**config.mk**
```make
export PLATFORM = sky130hd
export DESIGN_NAME = scc_top
export DESIGN_NICKNAME = d
export VERILOG_FILES = /design/src/scc_pkg.sv /design/src/scc_top.sv
export SDC_FILE = /design/constraint.sdc
export NUM_CORES = 1
export LEC_CHECK = 0
export ABC_CLOCK_PERIOD_IN_PS = 6500
export BUFFER_PORTS_ARGS = -buffer_cell sky130_fd_sc_hd__buf_2
export CAP_MARGIN = 20
export CELL_PAD_IN_SITES_DETAIL_PLACEMENT = 0
export CELL_PAD_IN_SITES_GLOBAL_PLACEMENT = 1
export CORE_UTILIZATION = 40
export CTS_CLUSTER_SIZE = 14
export DETAILED_ROUTE_END_ITERATION = 10
export PLACE_DENSITY = 0.73
export SLEW_MARGIN = 20
export SYNTH_ARGS = -nofsm -noshare
export SYNTH_HDL_FRONTEND = slang
export SYNTH_SLANG_ARGS = --single-unit
```
**constraint.sdc**
```tcl
create_clock -name CLOCK_IN -period 6.5 [get_ports CLOCK_IN]
set_clock_uncertainty 0.05 [all_clocks]
set_input_delay 0.65 -clock CLOCK_IN [delete_from_list [all_inputs] [get_ports CLOCK_IN]]
set_output_delay 0.65 -clock CLOCK_IN [all_outputs]
set_load 0.1 [all_outputs]
```
**src/scc_pkg.sv**
```systemverilog
package scc_pkg;

  // ----------------------------------------------------------------
  // Register map
  // ----------------------------------------------------------------
  localparam logic [15:0] ADDR_OSC_CTRL = 16'h10e0;
  localparam logic [15:0] ADDR_CLK_SEL = 16'h10e1;
  localparam logic [15:0] ADDR_WARM_HALT = 16'h10e2;
  localparam logic [15:0] ADDR_EMU_CTRL = 16'h10e3;
  localparam logic [15:0] ADDR_KEY_FIRST = 16'h10e4;
  localparam logic [15:0] ADDR_KEY_SECOND = 16'h10e5;
  localparam logic [15:0] ADDR_PLL_SEL = 16'h10e8;
  localparam logic [15:0] ADDR_PLL_EN = 16'h10e9;
  localparam logic [15:0] ADDR_IRQ_STAT = 16'h10f0;
  localparam logic [15:0] ADDR_IRQ_MASK = 16'h10f1;

  // ----------------------------------------------------------------
  // Field positions, keys, reset values
  // ----------------------------------------------------------------
  localparam int BIT_HI_EN = 7;
  localparam int BIT_LO_EN = 6;
  localparam int BIT_WARM = 2;
  localparam int BIT_SRC = 3;
  localparam int BIT_PROTECT = 7;
  localparam int BIT_EXT = 2;
  localparam int BIT_DRV_HI = 1;
  localparam int BIT_DRV_LO = 0;
  localparam int BIT_FC_SEL = 6;
  localparam int BIT_LOCKED = 5;
  localparam int BIT_PLL_ON = 7;
  localparam int BIT_IRQ_WARM = 0;
  localparam int BIT_IRQ_LOCK = 1;
  localparam logic [7:0] KEY_FIRST = 8'ha5;
  localparam logic [7:0] KEY_SECOND = 8'h5a;
  localparam logic [2:0] GEAR_RESET = 3'h4;
  localparam logic [1:0] WARM_SEL_RESET = 2'h2;
  localparam logic [1:0] HALT_RESET = 2'h3;
  localparam logic [1:0] WARM_SEL_RSVD = 2'h0;
  localparam logic [1:0] WARM_SEL_SHORT = 2'h1;
  localparam logic [1:0] WARM_SEL_MID = 2'h2;
  localparam logic [15:0] WARM_LAST_SHORT = 16'h00ff;
  localparam logic [15:0] WARM_LAST_MID = 16'h3fff;
  localparam logic [15:0] WARM_LAST_LONG = 16'hffff;
  localparam logic [1:0] LAST_SUB_TICK = 2'h3;

  typedef enum logic [1:0] {
    SCC_WU_IDLE = 2'b01,
    SCC_WU_RUN = 2'b10
  } scc_wu_type;

  typedef struct packed {
    logic [15:0] addr;
    logic [7:0] wdata;
    logic wr;
    logic rd;
  } scc_bus_type;

  // Last count of a warm-up for each select code
  function automatic logic [15:0] scc_warm_last(input logic [1:0] sel);
    logic [15:0] r;
    r = WARM_LAST_LONG;
    if (sel == WARM_SEL_SHORT)
    begin
      r = WARM_LAST_SHORT;
    end
    else if (sel == WARM_SEL_MID)
    begin
      r = WARM_LAST_MID;
    end
    return r;
  endfunction

  // Last count of the gear divider; codes above 100 act as 100
  function automatic logic [3:0] scc_div_last(input logic [2:0] gear);
    logic [3:0] r;
    r = 4'hf;
    if (gear < GEAR_RESET)
    begin
      r = 4'((5'h01 << gear) - 5'h01);
    end
    return r;
  endfunction

endpackage

```
**src/scc_top.sv**
```systemverilog
// The strobed register port was decided locally.
`timescale 1ns/1ps
module scc_top
  import scc_pkg::*;
#(
  parameter int LOCK_STAGES = 16,
  parameter int PERIOD_W = 8
)
(
  input wire logic CLOCK_IN,
  input wire logic ARST_N_IN,
  input wire logic [15:0] ADDR_IN,
  input wire logic [7:0] WDATA_IN,
  input wire logic WR_IN,
  input wire logic RD_IN,
  input wire logic HIGH_OSC_CLOCK_IN,
  input wire logic LOW_OSC_CLOCK_IN,
  output logic [7:0] RDATA_OUT,
  output logic HIGH_OSC_ENABLE_OUT,
  output logic LOW_OSC_ENABLE_OUT,
  output logic HIGH_OSC_DRIVE_OUT,
  output logic LOW_OSC_DRIVE_OUT,
  output logic EXTERNAL_CLOCK_OUT,
  output logic [1:0] HALT_MODE_OUT,
  output logic PLL_CLOCK_OUT,
  output logic SYS_CLOCK_OUT,
  output logic IRQ_OUT
);

  // ----------------------------------------------------------------
  // State
  // ----------------------------------------------------------------
  typedef struct packed {
    logic [2:0] hi_sync;
    logic [2:0] lo_sync;
    logic hi_en;
    logic lo_en;
    logic src_req;
    logic [2:0] gear_req;
    logic src_act;
    logic [2:0] gear_act;
    logic spare7;
    logic [1:0] warm_sel;
    logic [1:0] halt_mode;
    logic protect;
    logic key_armed;
    logic ext_clk;
    logic drv_hi;
    logic drv_lo;
    logic fc_sel;
    logic pll_on;
    logic locked;
    logic [LOCK_STAGES-1:0] lock_cnt;
    scc_wu_type wu;
    logic wu_tgt;
    logic [15:0] wu_cnt;
    logic [PERIOD_W-1:0] per_cnt;
    logic [PERIOD_W-1:0] per_len;
    logic [PERIOD_W-1:0] ph_cnt;
    logic [1:0] sub_cnt;
    logic pll_clk;
    logic [3:0] div_cnt;
    logic sys_clk;
    logic [1:0] irq_stat;
    logic [1:0] irq_mask;
    logic irq;
    logic [7:0] rdata;
  } scc_state_type;

  localparam logic [LOCK_STAGES-1:0] LOCK_LAST = '1;
  localparam logic [PERIOD_W-1:0] PER_ONE = PERIOD_W'(1);
  localparam logic [PERIOD_W-1:0] PER_MAX = '1;

  scc_state_type q;
  scc_state_type nxt_q;
  scc_bus_type bus;
  logic hi_rise;
  logic lo_rise;
  logic tgt_rise;
  logic pll_tick;
  logic fc_tick;
  logic mid_tick;
  logic warm_start;
  logic warm_done;
  logic lock_done;
  logic [PERIOD_W-1:0] quarter;

  assign bus = '{addr: ADDR_IN, wdata: WDATA_IN, wr: WR_IN, rd: RD_IN};

  // ----------------------------------------------------------------
  // Oscillator edges (sampled after two flops)
  // ----------------------------------------------------------------
  // A stopped oscillator yields no edges even if its pin still toggles
  assign hi_rise = q.hi_sync[1] & ~q.hi_sync[2] & q.hi_en;
  assign lo_rise = q.lo_sync[1] & ~q.lo_sync[2] & q.lo_en;
  assign tgt_rise = q.wu_tgt ? lo_rise : hi_rise;

  // Four evenly spread ticks per fast oscillator period; the quarter is
  // truncated, so the spacing is only as fine as the sampling clock allows
  assign quarter = (q.per_len >> 2) == '0 ? PER_ONE : (q.per_len >> 2);
  assign mid_tick = (q.ph_cnt == quarter) && (q.sub_cnt != LAST_SUB_TICK);
  assign pll_tick = q.pll_on & (hi_rise | mid_tick);
  assign fc_tick = q.fc_sel ? pll_tick : hi_rise;

  assign warm_start = bus.wr && bus.addr == ADDR_OSC_CTRL && bus.wdata[BIT_WARM]
    && q.warm_sel != WARM_SEL_RSVD;
  assign warm_done = q.wu == SCC_WU_RUN && tgt_rise
    && q.wu_cnt == scc_warm_last(q.warm_sel);
  assign lock_done = q.pll_on && !q.locked && hi_rise && q.lock_cnt == LOCK_LAST;

  // ----------------------------------------------------------------
  // Next state
  // ----------------------------------------------------------------
  always_comb
  begin
    nxt_q = q;
    nxt_q.hi_sync = {q.hi_sync[1:0], HIGH_OSC_CLOCK_IN};
    nxt_q.lo_sync = {q.lo_sync[1:0], LOW_OSC_CLOCK_IN};

    // PLL period measurement and tick phase
    if (hi_rise)
    begin
      nxt_q.per_len = q.per_cnt;
      nxt_q.per_cnt = PER_ONE;
      nxt_q.ph_cnt = PER_ONE;
      nxt_q.sub_cnt = '0;
    end
    else
    begin
      if (q.per_cnt != PER_MAX)
      begin
        nxt_q.per_cnt = q.per_cnt + PER_ONE;
      end
      if (mid_tick)
      begin
        nxt_q.ph_cnt = PER_ONE;
        nxt_q.sub_cnt = q.sub_cnt + 2'h1;
      end
      else if (q.ph_cnt != PER_MAX)
      begin
        nxt_q.ph_cnt = q.ph_cnt + PER_ONE;
      end
    end
    if (pll_tick)
    begin
      nxt_q.pll_clk = ~q.pll_clk;
    end

    // PLL lock-up counter restarts whenever the PLL is off
    if (!q.pll_on)
    begin
      nxt_q.lock_cnt = '0;
      nxt_q.locked = 1'b0;
    end
    else if (lock_done)
    begin
      nxt_q.locked = 1'b1;
    end
    else if (hi_rise && !q.locked)
    begin
      nxt_q.lock_cnt = q.lock_cnt + 1'b1;
    end

    // System clock: divide the fast clock by the gear, or follow the slow clock
    if (q.src_act)
    begin
      nxt_q.div_cnt = '0;
      if (lo_rise)
      begin
        nxt_q.sys_clk = ~q.sys_clk;
      end
    end
    else if (fc_tick)
    begin
      if (q.div_cnt >= scc_div_last(q.gear_act))
      begin
        nxt_q.div_cnt = '0;
        nxt_q.sys_clk = ~q.sys_clk;
      end
      else
      begin
        nxt_q.div_cnt = q.div_cnt + 4'h1;
      end
    end

    // Warm-up: requested source and gear pass through only while idle
    case (q.wu)
      SCC_WU_IDLE:
      begin
        nxt_q.src_act = q.src_req;
        nxt_q.gear_act = q.gear_req;
        // A lower gear landing mid-count restarts the divider so it never overshoots
        if (nxt_q.div_cnt > scc_div_last(q.gear_req))
        begin
          nxt_q.div_cnt = '0;
        end
        if (warm_start)
        begin
          nxt_q.wu = SCC_WU_RUN;
          nxt_q.wu_cnt = '0;
          // The oscillator not driving the system clock is the one coming up
          nxt_q.wu_tgt = ~q.src_act;
        end
      end
      SCC_WU_RUN:
      begin
        if (warm_done)
        begin
          nxt_q.wu = SCC_WU_IDLE;
        end
        else if (tgt_rise)
        begin
          nxt_q.wu_cnt = q.wu_cnt + 16'h0001;
        end
      end
      default:
      begin
        nxt_q.wu = SCC_WU_IDLE;
      end
    endcase

    // Register writes
    if (bus.wr)
    begin
      case (bus.addr)
        ADDR_OSC_CTRL:
        begin
          nxt_q.hi_en = bus.wdata[BIT_HI_EN];
          nxt_q.lo_en = bus.wdata[BIT_LO_EN];
        end
        ADDR_CLK_SEL:
        begin
          nxt_q.src_req = bus.wdata[BIT_SRC];
          nxt_q.gear_req = bus.wdata[2:0];
        end
        ADDR_WARM_HALT:
        begin
          nxt_q.spare7 = bus.wdata[7];
          nxt_q.warm_sel = bus.wdata[5:4];
          nxt_q.halt_mode = bus.wdata[3:2];
        end
        ADDR_EMU_CTRL:
        begin
          // Protect ON freezes the pad controls against stray writes
          if (!q.protect)
          begin
            nxt_q.ext_clk = bus.wdata[BIT_EXT];
            nxt_q.drv_hi = bus.wdata[BIT_DRV_HI];
            nxt_q.drv_lo = bus.wdata[BIT_DRV_LO];
          end
        end
        ADDR_KEY_FIRST:
        begin
          nxt_q.key_armed = bus.wdata == KEY_FIRST;
        end
        ADDR_KEY_SECOND:
        begin
          nxt_q.key_armed = 1'b0;
          if (q.key_armed && bus.wdata == KEY_SECOND)
          begin
            nxt_q.protect = ~q.protect;
          end
        end
        ADDR_PLL_SEL:
        begin
          nxt_q.fc_sel = bus.wdata[BIT_FC_SEL];
        end
        ADDR_PLL_EN:
        begin
          nxt_q.pll_on = bus.wdata[BIT_PLL_ON];
        end
        ADDR_IRQ_MASK:
        begin
          nxt_q.irq_mask = bus.wdata[1:0];
        end
        default:
        begin
        end
      endcase
    end

    // Sticky events: a new event beats a same-cycle write-one clear
    if (bus.wr && bus.addr == ADDR_IRQ_STAT)
    begin
      nxt_q.irq_stat = q.irq_stat & ~bus.wdata[1:0];
    end
    if (warm_done)
    begin
      nxt_q.irq_stat[BIT_IRQ_WARM] = 1'b1;
    end
    if (lock_done)
    begin
      nxt_q.irq_stat[BIT_IRQ_LOCK] = 1'b1;
    end
    nxt_q.irq = |(q.irq_stat & q.irq_mask);

    // Reads; unassigned bits return zero, which callers must not rely on
    nxt_q.rdata = 8'h00;
    if (bus.rd)
    begin
      case (bus.addr)
        ADDR_OSC_CTRL: nxt_q.rdata = {q.hi_en, q.lo_en, 3'h0, q.wu == SCC_WU_RUN, 2'h0};
        ADDR_CLK_SEL: nxt_q.rdata = {4'h0, q.src_req, q.gear_req};
        ADDR_WARM_HALT: nxt_q.rdata = {q.spare7, 1'b0, q.warm_sel, q.halt_mode, 2'h0};
        ADDR_EMU_CTRL: nxt_q.rdata = {q.protect, 4'h0, q.ext_clk, q.drv_hi, q.drv_lo};
        ADDR_PLL_SEL: nxt_q.rdata = {1'b0, q.fc_sel, q.locked, 5'h00};
        ADDR_PLL_EN: nxt_q.rdata = {q.pll_on, 7'h00};
        ADDR_IRQ_STAT: nxt_q.rdata = {6'h00, q.irq_stat};
        ADDR_IRQ_MASK: nxt_q.rdata = {6'h00, q.irq_mask};
        default: nxt_q.rdata = 8'h00;
      endcase
    end
  end

  // ----------------------------------------------------------------
  // State register
  // ----------------------------------------------------------------
  always_ff @(posedge CLOCK_IN or negedge ARST_N_IN)
  begin
    if (!ARST_N_IN)
    begin
      q <= '0;
      q.hi_en <= 1'b1;
      q.lo_en <= 1'b1;
      q.gear_req <= GEAR_RESET;
      q.gear_act <= GEAR_RESET;
      q.warm_sel <= WARM_SEL_RESET;
      q.halt_mode <= HALT_RESET;
      q.drv_hi <= 1'b1;
      q.drv_lo <= 1'b1;
      q.wu <= SCC_WU_IDLE;
      // PLL, its select and its lock flag all start cleared
    end
    else
    begin
      q <= nxt_q;
    end
  end

  assign RDATA_OUT = q.rdata;
  assign HIGH_OSC_ENABLE_OUT = q.hi_en;
  assign LOW_OSC_ENABLE_OUT = q.lo_en;
  assign HIGH_OSC_DRIVE_OUT = q.drv_hi;
  assign LOW_OSC_DRIVE_OUT = q.drv_lo;
  assign EXTERNAL_CLOCK_OUT = q.ext_clk;
  assign HALT_MODE_OUT = q.halt_mode;
  assign PLL_CLOCK_OUT = q.pll_clk;
  assign SYS_CLOCK_OUT = q.sys_clk;
  assign IRQ_OUT = q.irq;
endmodule

```
==> reports/qor.txt, run 1 <==
Area of placed instances = 6066 um^2
Max H-tree Level = 3
Top FF cell, synth = dfrtp_1
Post-synth EDFFs = 0
First DRT Iteration DRCs = 270
RSZ-0062 raised after global routing = false
Tightest Hold Check Type = in2async
Sink Count = 107
Max cap viols = 0
Netlist cell types = 60
Fin. Hold Viols = 0
DRT Pass-1 Iters = 4
Tot Pwr = 1.380 mW
Power Density = 216.0 nW/um^2
Core area = 13930 um^2
Fin. max-slew vios = 0
VDD IR max = 0.1368 mV
First-pass GRT wire length = 20680 um
CTS tree = built
Yosys warns = 0
CP Max Fanout = 7
Layout cells sized above 1 = 0.1839
Tmin final = 4.046 ns
Status = finished clean
Vias per cell = 5.313
Slew @ Worst Pin = 0.9521 ns
Switching portion of total power = 0.2261
Placed wire-length estimate = 8637 um
CTS root buffer = clkbuf_16
Relative slew slack = 0.3633
Seq/Total Area, Yosys = 0.4679
Vias = 4250
Required @ worst endpoint = 6.66 ns
Mapped Area = 5749 um^2
Post-CTS resize count = 0
DR WL/cell = 15.23 um
Seq pwr share = 0.520
Setup crit end kind = flop
Die X = 121.9 um
Num CTS Buffers = 9
Post-layout util = 0.4583
CP startpoint kind = flop
Clock Pin Slew Worst Setup and Hold Paths = 0.07 ns
CP max stage delay = 0.66 ns
Clk network pwr share = 0.427
Fillers = 1336
Wirelength, routed = 12180 um
Fin crit share = 0.6224
Die H = 121.9 um
Gr usage total = 0.1788
Post-CTS Setup Bufs = 0
Commonest non-fill, non-tap cell in the layout = dfrtp_1
Antenna diode count = 0
# IOs = 48
Crit path kind = reg2reg
Die Area = 14860 um^2
WP data arrival = 4.21 ns
Initial antenna violation count = 0
Final GP Congestion = 0.8803
Initial core utilization = 0.4126
Avg Inst Size Synth = 9.862 um^2
Final #Nets = 663
Total negative slack = 0 ns
GR Overflow Total = 0
Pint = 1.068 mW
Mapped Nets = 631
Crit-path cells = or3_1 -> ha_1 -> nor2b_1 -> ha_1 -> a2111oi_0 -> nor3_1 -> or4b_2 -> a21oi_1 -> ha_1 -> nand4_1 -> nand2_1 -> o21ai_0 -> a21oi_1
Vias in the first global route = 4201
Maximum clock frequency = 247.2 MHz
Synth Instances = 583
Switching power = 0.3119 mW
Layout Area Growth over Synthesis = 11.08%
Rows = 43
Post-synthesis async set-or-reset flop share = 1.000
Final instance area = 6386 um^2
Routed Antenna Nets = 0
DRC = 0
Comb power frac = 0.053
I/O Buffers = 47
CTS max path bufs = 2
Most frequent cells in the layout = dfrtp_1, nor2_1, nand2_1
Critical Path Slowest Stage Cell = or4b_2
Largest net degree at the start of global routing = 60
Most used cell, CP = ha_1
Final setup violation count = 0
Clk_lat worst skew = 0.35 ns
Hold_buf cts = 0
Leak = 2.823 nW
#FFs+latches synth = 107
==> layer usage <==
metal,vias to the layer above,track usage,share of wire
met4,0,0.04784,0.0097
met2,84,0.2871,0.46
met5,-,0,0
met1,2067,0.2399,0.48
met3,7,0.04354,0.044
li1,2092,-,-
==> worst max-delay path, delay by kind of cell, from the launching register on <==
kind | cells | cell delay, ns
AO/OA/AOI/OAI | 4 | 1.08
adder cells (fa/ha/maj) | 3 | 0.81
flip-flops | 1 | 0.41
AND/OR/NAND/NOR | 6 | 1.56
==> cell families (layout without fill, tap and decap cells) <==
kind of cell / Yosys count / after routing / synth area share
AO/OA/AOI/OAI: 64 / 64 / 0.07182
multiplexers: 30 / 30 / 0.05658
AND/OR/NAND/NOR: 276 / 276 / 0.2570
XOR/XNOR: 45 / 45 / 0.06855
adder cells (fa/ha/maj): 19 / 19 / 0.04091
flip-flops: 107 / 107 / 0.4679
buffers and inverters: 42 / 79 / 0.03721
==> power by group through the flow <==
stage / sequential (mW) / combinational (mW) / clock [mW]
3_3_place_gp: 0.729 / 0.0715 / 0
6_report: 0.718 / 0.0725 / 0.589
5_1_grt: 0.723 / 0.0827 / 0.635
4_1_cts: 0.718 / 0.0743 / 0.610
2_1_floorplan: 0.722 / 0.0392 / 0
3_5_place_dp: 0.730 / 0.0737 / 0
==> layout make-up <==
class / count / area (um^2) / share of cell area
clock inverter: 4 / 73.82 / 0.01156
tap: 180 / 225.2 / 0.03527
timing repair buffer: 49 / 252.7 / 0.03958
inverter: 14 / 52.55 / 0.008229
sequential: 107 / 2690 / 0.4212
multi-input combinational: 434 / 2845 / 0.4455
clock buffer: 12 / 246.5 / 0.03860
==> registers in the layout, indices dropped and copies added (netlist names) <==
name                 count
nxt_q                    4
HIGH_OSC_ENABLE_OUT      1
PLL_CLOCK_OUT            1
EXTERNAL_CLOCK_OUT       1
IRQ_OUT                  1
RDATA_OUT                8
LOW_OSC_DRIVE_OUT        1
LOW_OSC_ENABLE_OUT       1
q                       85
SYS_CLOCK_OUT            1
HIGH_OSC_DRIVE_OUT       1
HALT_MODE_OUT            2
==> synth_stat cells (3+ instances only) <==
master,n,share of area
dfrtp_1,97,0.42
nor2_1,61,0.040
nand2_1,57,0.037
xnor2_1,32,0.049
nand3_1,23,0.020
o21ai_0,23,0.020
nor3_1,21,0.018
mux2_2,20,0.039
ha_1,18,0.039
nand4_1,18,0.020
and2_1,17,0.018
a21oi_1,16,0.014
clkbuf_1,15,0.0098
inv_1,13,0.0085
xor2_1,13,0.020
buf_4,11,0.014
dfstp_2,10,0.046
mux2i_1,10,0.017
and3_1,9,0.0098
nand2b_1,9,0.0098
nor2b_1,9,0.0098
nand3b_1,6,0.0078
nor4_1,6,0.0065
nor3_2,5,0.0087
nor4b_1,5,0.0076
or3_1,5,0.0054
a211oi_1,4,0.0052
a31oi_1,4,0.0044
nor3b_1,4,0.0052
a21boi_0,3,0.0039
or2_2,3,0.0033
==> through the flow <==
stage | setup WS [ns] | instances | hold slack (ns)
floorplan | 2.865 | 583 | 0.2812
global placement | 2.634 | 784 | 0.3287
detailed placement | 2.500 | 784 | 0.3137
CTS | 2.488 | 800 | 0.2906
global route | 2.168 | 800 | 0.3114
finish | 2.454 | 800 | 0.2682
==> final timing paths <==
| kind | from | endpoint | slack (ns) | cells after the start |
|---|---|---|---|---|
| min | ARST_N_IN | RDATA_OUT[0]$_DFF_PN0_ | 0.27 | 1 |
| max reg2reg | q[93]$_DFFE_PN0P_ | q[17]$_DFF_PN0_ | 2.45 | 13 |
| min reg2reg | nxt_q[104]$_DFF_PN0_ | nxt_q[105]$_DFF_PN0_ | 0.33 | 0 |
| max in group asynchronous | ARST_N_IN | q[75]$_DFFE_PN0P_ | 4.92 | 2 |
| max | q[93]$_DFFE_PN0P_ | q[17]$_DFF_PN0_ | 2.45 | 13 |
| min in group CLOCK_IN | nxt_q[104]$_DFF_PN0_ | nxt_q[105]$_DFF_PN0_ | 0.33 | 0 |
Note: power is estimated with default switching activity, not from simulation.
==> run 2, diff against run 1 <==
ABC_CLOCK_PERIOD_IN_PS = 4000   (was 6500)
clock period = 4 ns   (was 6.5 ns; I/O delays follow)
==> run 2 against run 1 <==
Net effect:
- total power rose by 64%
- clock power is 66% higher
- worst hold slack worse by 0.17 ns
- design area is 1.0% higher
- via count grew 0.52%
- utilization is 0.46 points higher
- non-clock buffer count increased by 4
- setup slack got worse by 2.3 ns
- sequential power grew 63%
- global-route usage is 0.14 points lower
- cell count increased by 0.50%
- maximum frequency grew 6.1%
- largest cell class unchanged
- highest routed layer unchanged
==> reports/qor.txt, run 2 (same netlist as run 1, synthesis figures left out) <==
Status = finished clean
Total negative slack = 0 ns
Antenna diode count = 0
Largest Register = q
First-pass GRT wire length = 20670 um
Max reg flops = 85
Fin crit share = 0.9536
Worst r2r path cells = 14
Fin. Hold Viols = 0
Rows = 43
Most frequent cells in the layout = dfrtp_1, nor2_1, nand2_1
CTS max path bufs = 2
Vias per cell = 5.313
WHS = 0.09941 ns
Die Area = 14860 um^2
Fin. max-slew vios = 0
Worst hold start = HIGH_OSC_CLOCK_IN
Sink Count = 107
Die X = 121.9 um
Core area = 13930 um^2
Area of placed instances = 6088 um^2
Reg2reg end = q[16]$_DFF_PN0_
Layout cells sized above 1 = 0.1923
Fillers = 1326
Largest net degree at the start of global routing = 40
CTS tree = built
Final instance area = 6450 um^2
GR Overflow Total = 0
Relative slew slack = 0.3562
Final GP Congestion = 0.8528
First DRT Iteration DRCs = 295
Tot Pwr = 2.261 mW
Max H-tree Level = 3
DR WL/cell = 15.16 um
VDD IR max = 0.1841 mV
Max cap viols = 0
DRC = 0
Clock Pin Slew Worst Setup and Hold Paths = 0.07 ns
WHS Path Cells = 1
Clk_lat worst skew = 0.35 ns
Layout Area Growth over Synthesis = 12.19%
Maximum clock frequency = 262.2 MHz
RSZ-0062 raised after global routing = false
Commonest non-fill, non-tap cell in the layout = dfrtp_1
CTS root buffer = clkbuf_16
Wirelength, routed = 12190 um
Tightest Hold Check Type = in2reg
Routed Antenna Nets = 0
DRT Pass-1 Iters = 5
Initial antenna violation count = 0
Worst flop-to-flop path startpoint = q[95]$_DFFE_PN1P_
Required @ worst endpoint = 4.23 ns
Tmin final = 3.814 ns
Final setup violation count = 0
Hold Crit Endpoint = nxt_q[107]$_DFF_PN0_
Slew @ Worst Pin = 0.9627 ns
Crit path kind = reg2reg
Die H = 121.9 um
I/O Buffers = 47
Post-CTS Setup Bufs = 0
WP data arrival = 4.04 ns
# IOs = 48
CP Max Fanout = 7
Post-layout util = 0.4629
Initial core utilization = 0.4126
Gr usage total = 0.1774
Num CTS Buffers = 9
Leak = 2.847 nW
Reg2Reg Setup Slack = 0.19 ns
CP startpoint kind = flop
Vias = 4272
Final #Nets = 667
Placed wire-length estimate = 8759 um
Power Density = 350.5 nW/um^2
Vias in the first global route = 4235
Setup crit end kind = flop
-- run 2: routing by layer --
metal  global-route usage  share of wire  vias to the layer above
met5                    0              0                        -
met4              0.06867          0.013                        0
met3              0.02434          0.036                       11
met2               0.2853           0.46                       80
met1               0.2414           0.49                     2079
li1                     -              -                     2102
-- run 2: layout make-up --
type / instances / area [um^2] / area share
clock inverter: 5 / 85.08 / 0.01319
tap: 180 / 225.2 / 0.03492
clock buffer: 11 / 242.7 / 0.03763
inverter: 14 / 52.55 / 0.008147
timing repair buffer: 53 / 285.3 / 0.04423
multi-input combinational: 434 / 2869 / 0.4448
sequential: 107 / 2690 / 0.4171
-- run 2: critical path, cell delays in order, from the launching register on --
cell and delay [ns]:
dfstp_2 0.39, or3_1 0.41, ha_1 0.29, nor2b_1 0.14, ha_1 0.31, a2111oi_4 0.32
nor3_2 0.14, or4b_2 0.64, a21oi_1 0.20, ha_1 0.26, o21ai_0 0.09, nand2b_1 0.08
a21oi_1 0.15, o21ai_1 0.13, a21oi_1 0.14
-- run 2: what timing repair did --
action	4_1_cts	5_1_grt
resized for setup	1	4
setup endpoints to repair	4	4
hold buffers	1	0
endpoints found under the hold margin	33	0
-- run 2: per-stage QoR --
stage	cells	setup WS (ns)
6_report	804	0.1857
4_1_cts	804	0.03669
3_3_place_gp	787	0.1679
3_5_place_dp	787	-0.05676
5_1_grt	804	0.01497
2_1_floorplan	583	0.3646
-- run 2: worst max path at each step --
stage                                  from         endpoint  slack (ns)  cells after the start
after CTS                 q[95]$_DFFE_PN1P_  q[17]$_DFF_PN0_        0.04                     14
after global placement    q[95]$_DFFE_PN1P_  q[17]$_DFF_PN0_        0.17                     13
final                     q[95]$_DFFE_PN1P_  q[16]$_DFF_PN0_        0.19                     14
after floorplan           q[95]$_DFFE_PN1P_  q[16]$_DFF_PN0_        0.36                     13
after detailed placement  q[93]$_DFFE_PN0P_  q[14]$_DFF_PN0_       -0.06                     13
after global routing      q[95]$_DFFE_PN1P_  q[16]$_DFF_PN0_        0.01                     14
-- run 2: where the power goes --
group | total (mW) | switching, mW | internal [mW]
clock network | 0.977 | 0.407 | 0.570
logic | 0.117 | 0.0663 | 0.0504
registers | 1.17 | 0.0481 | 1.12
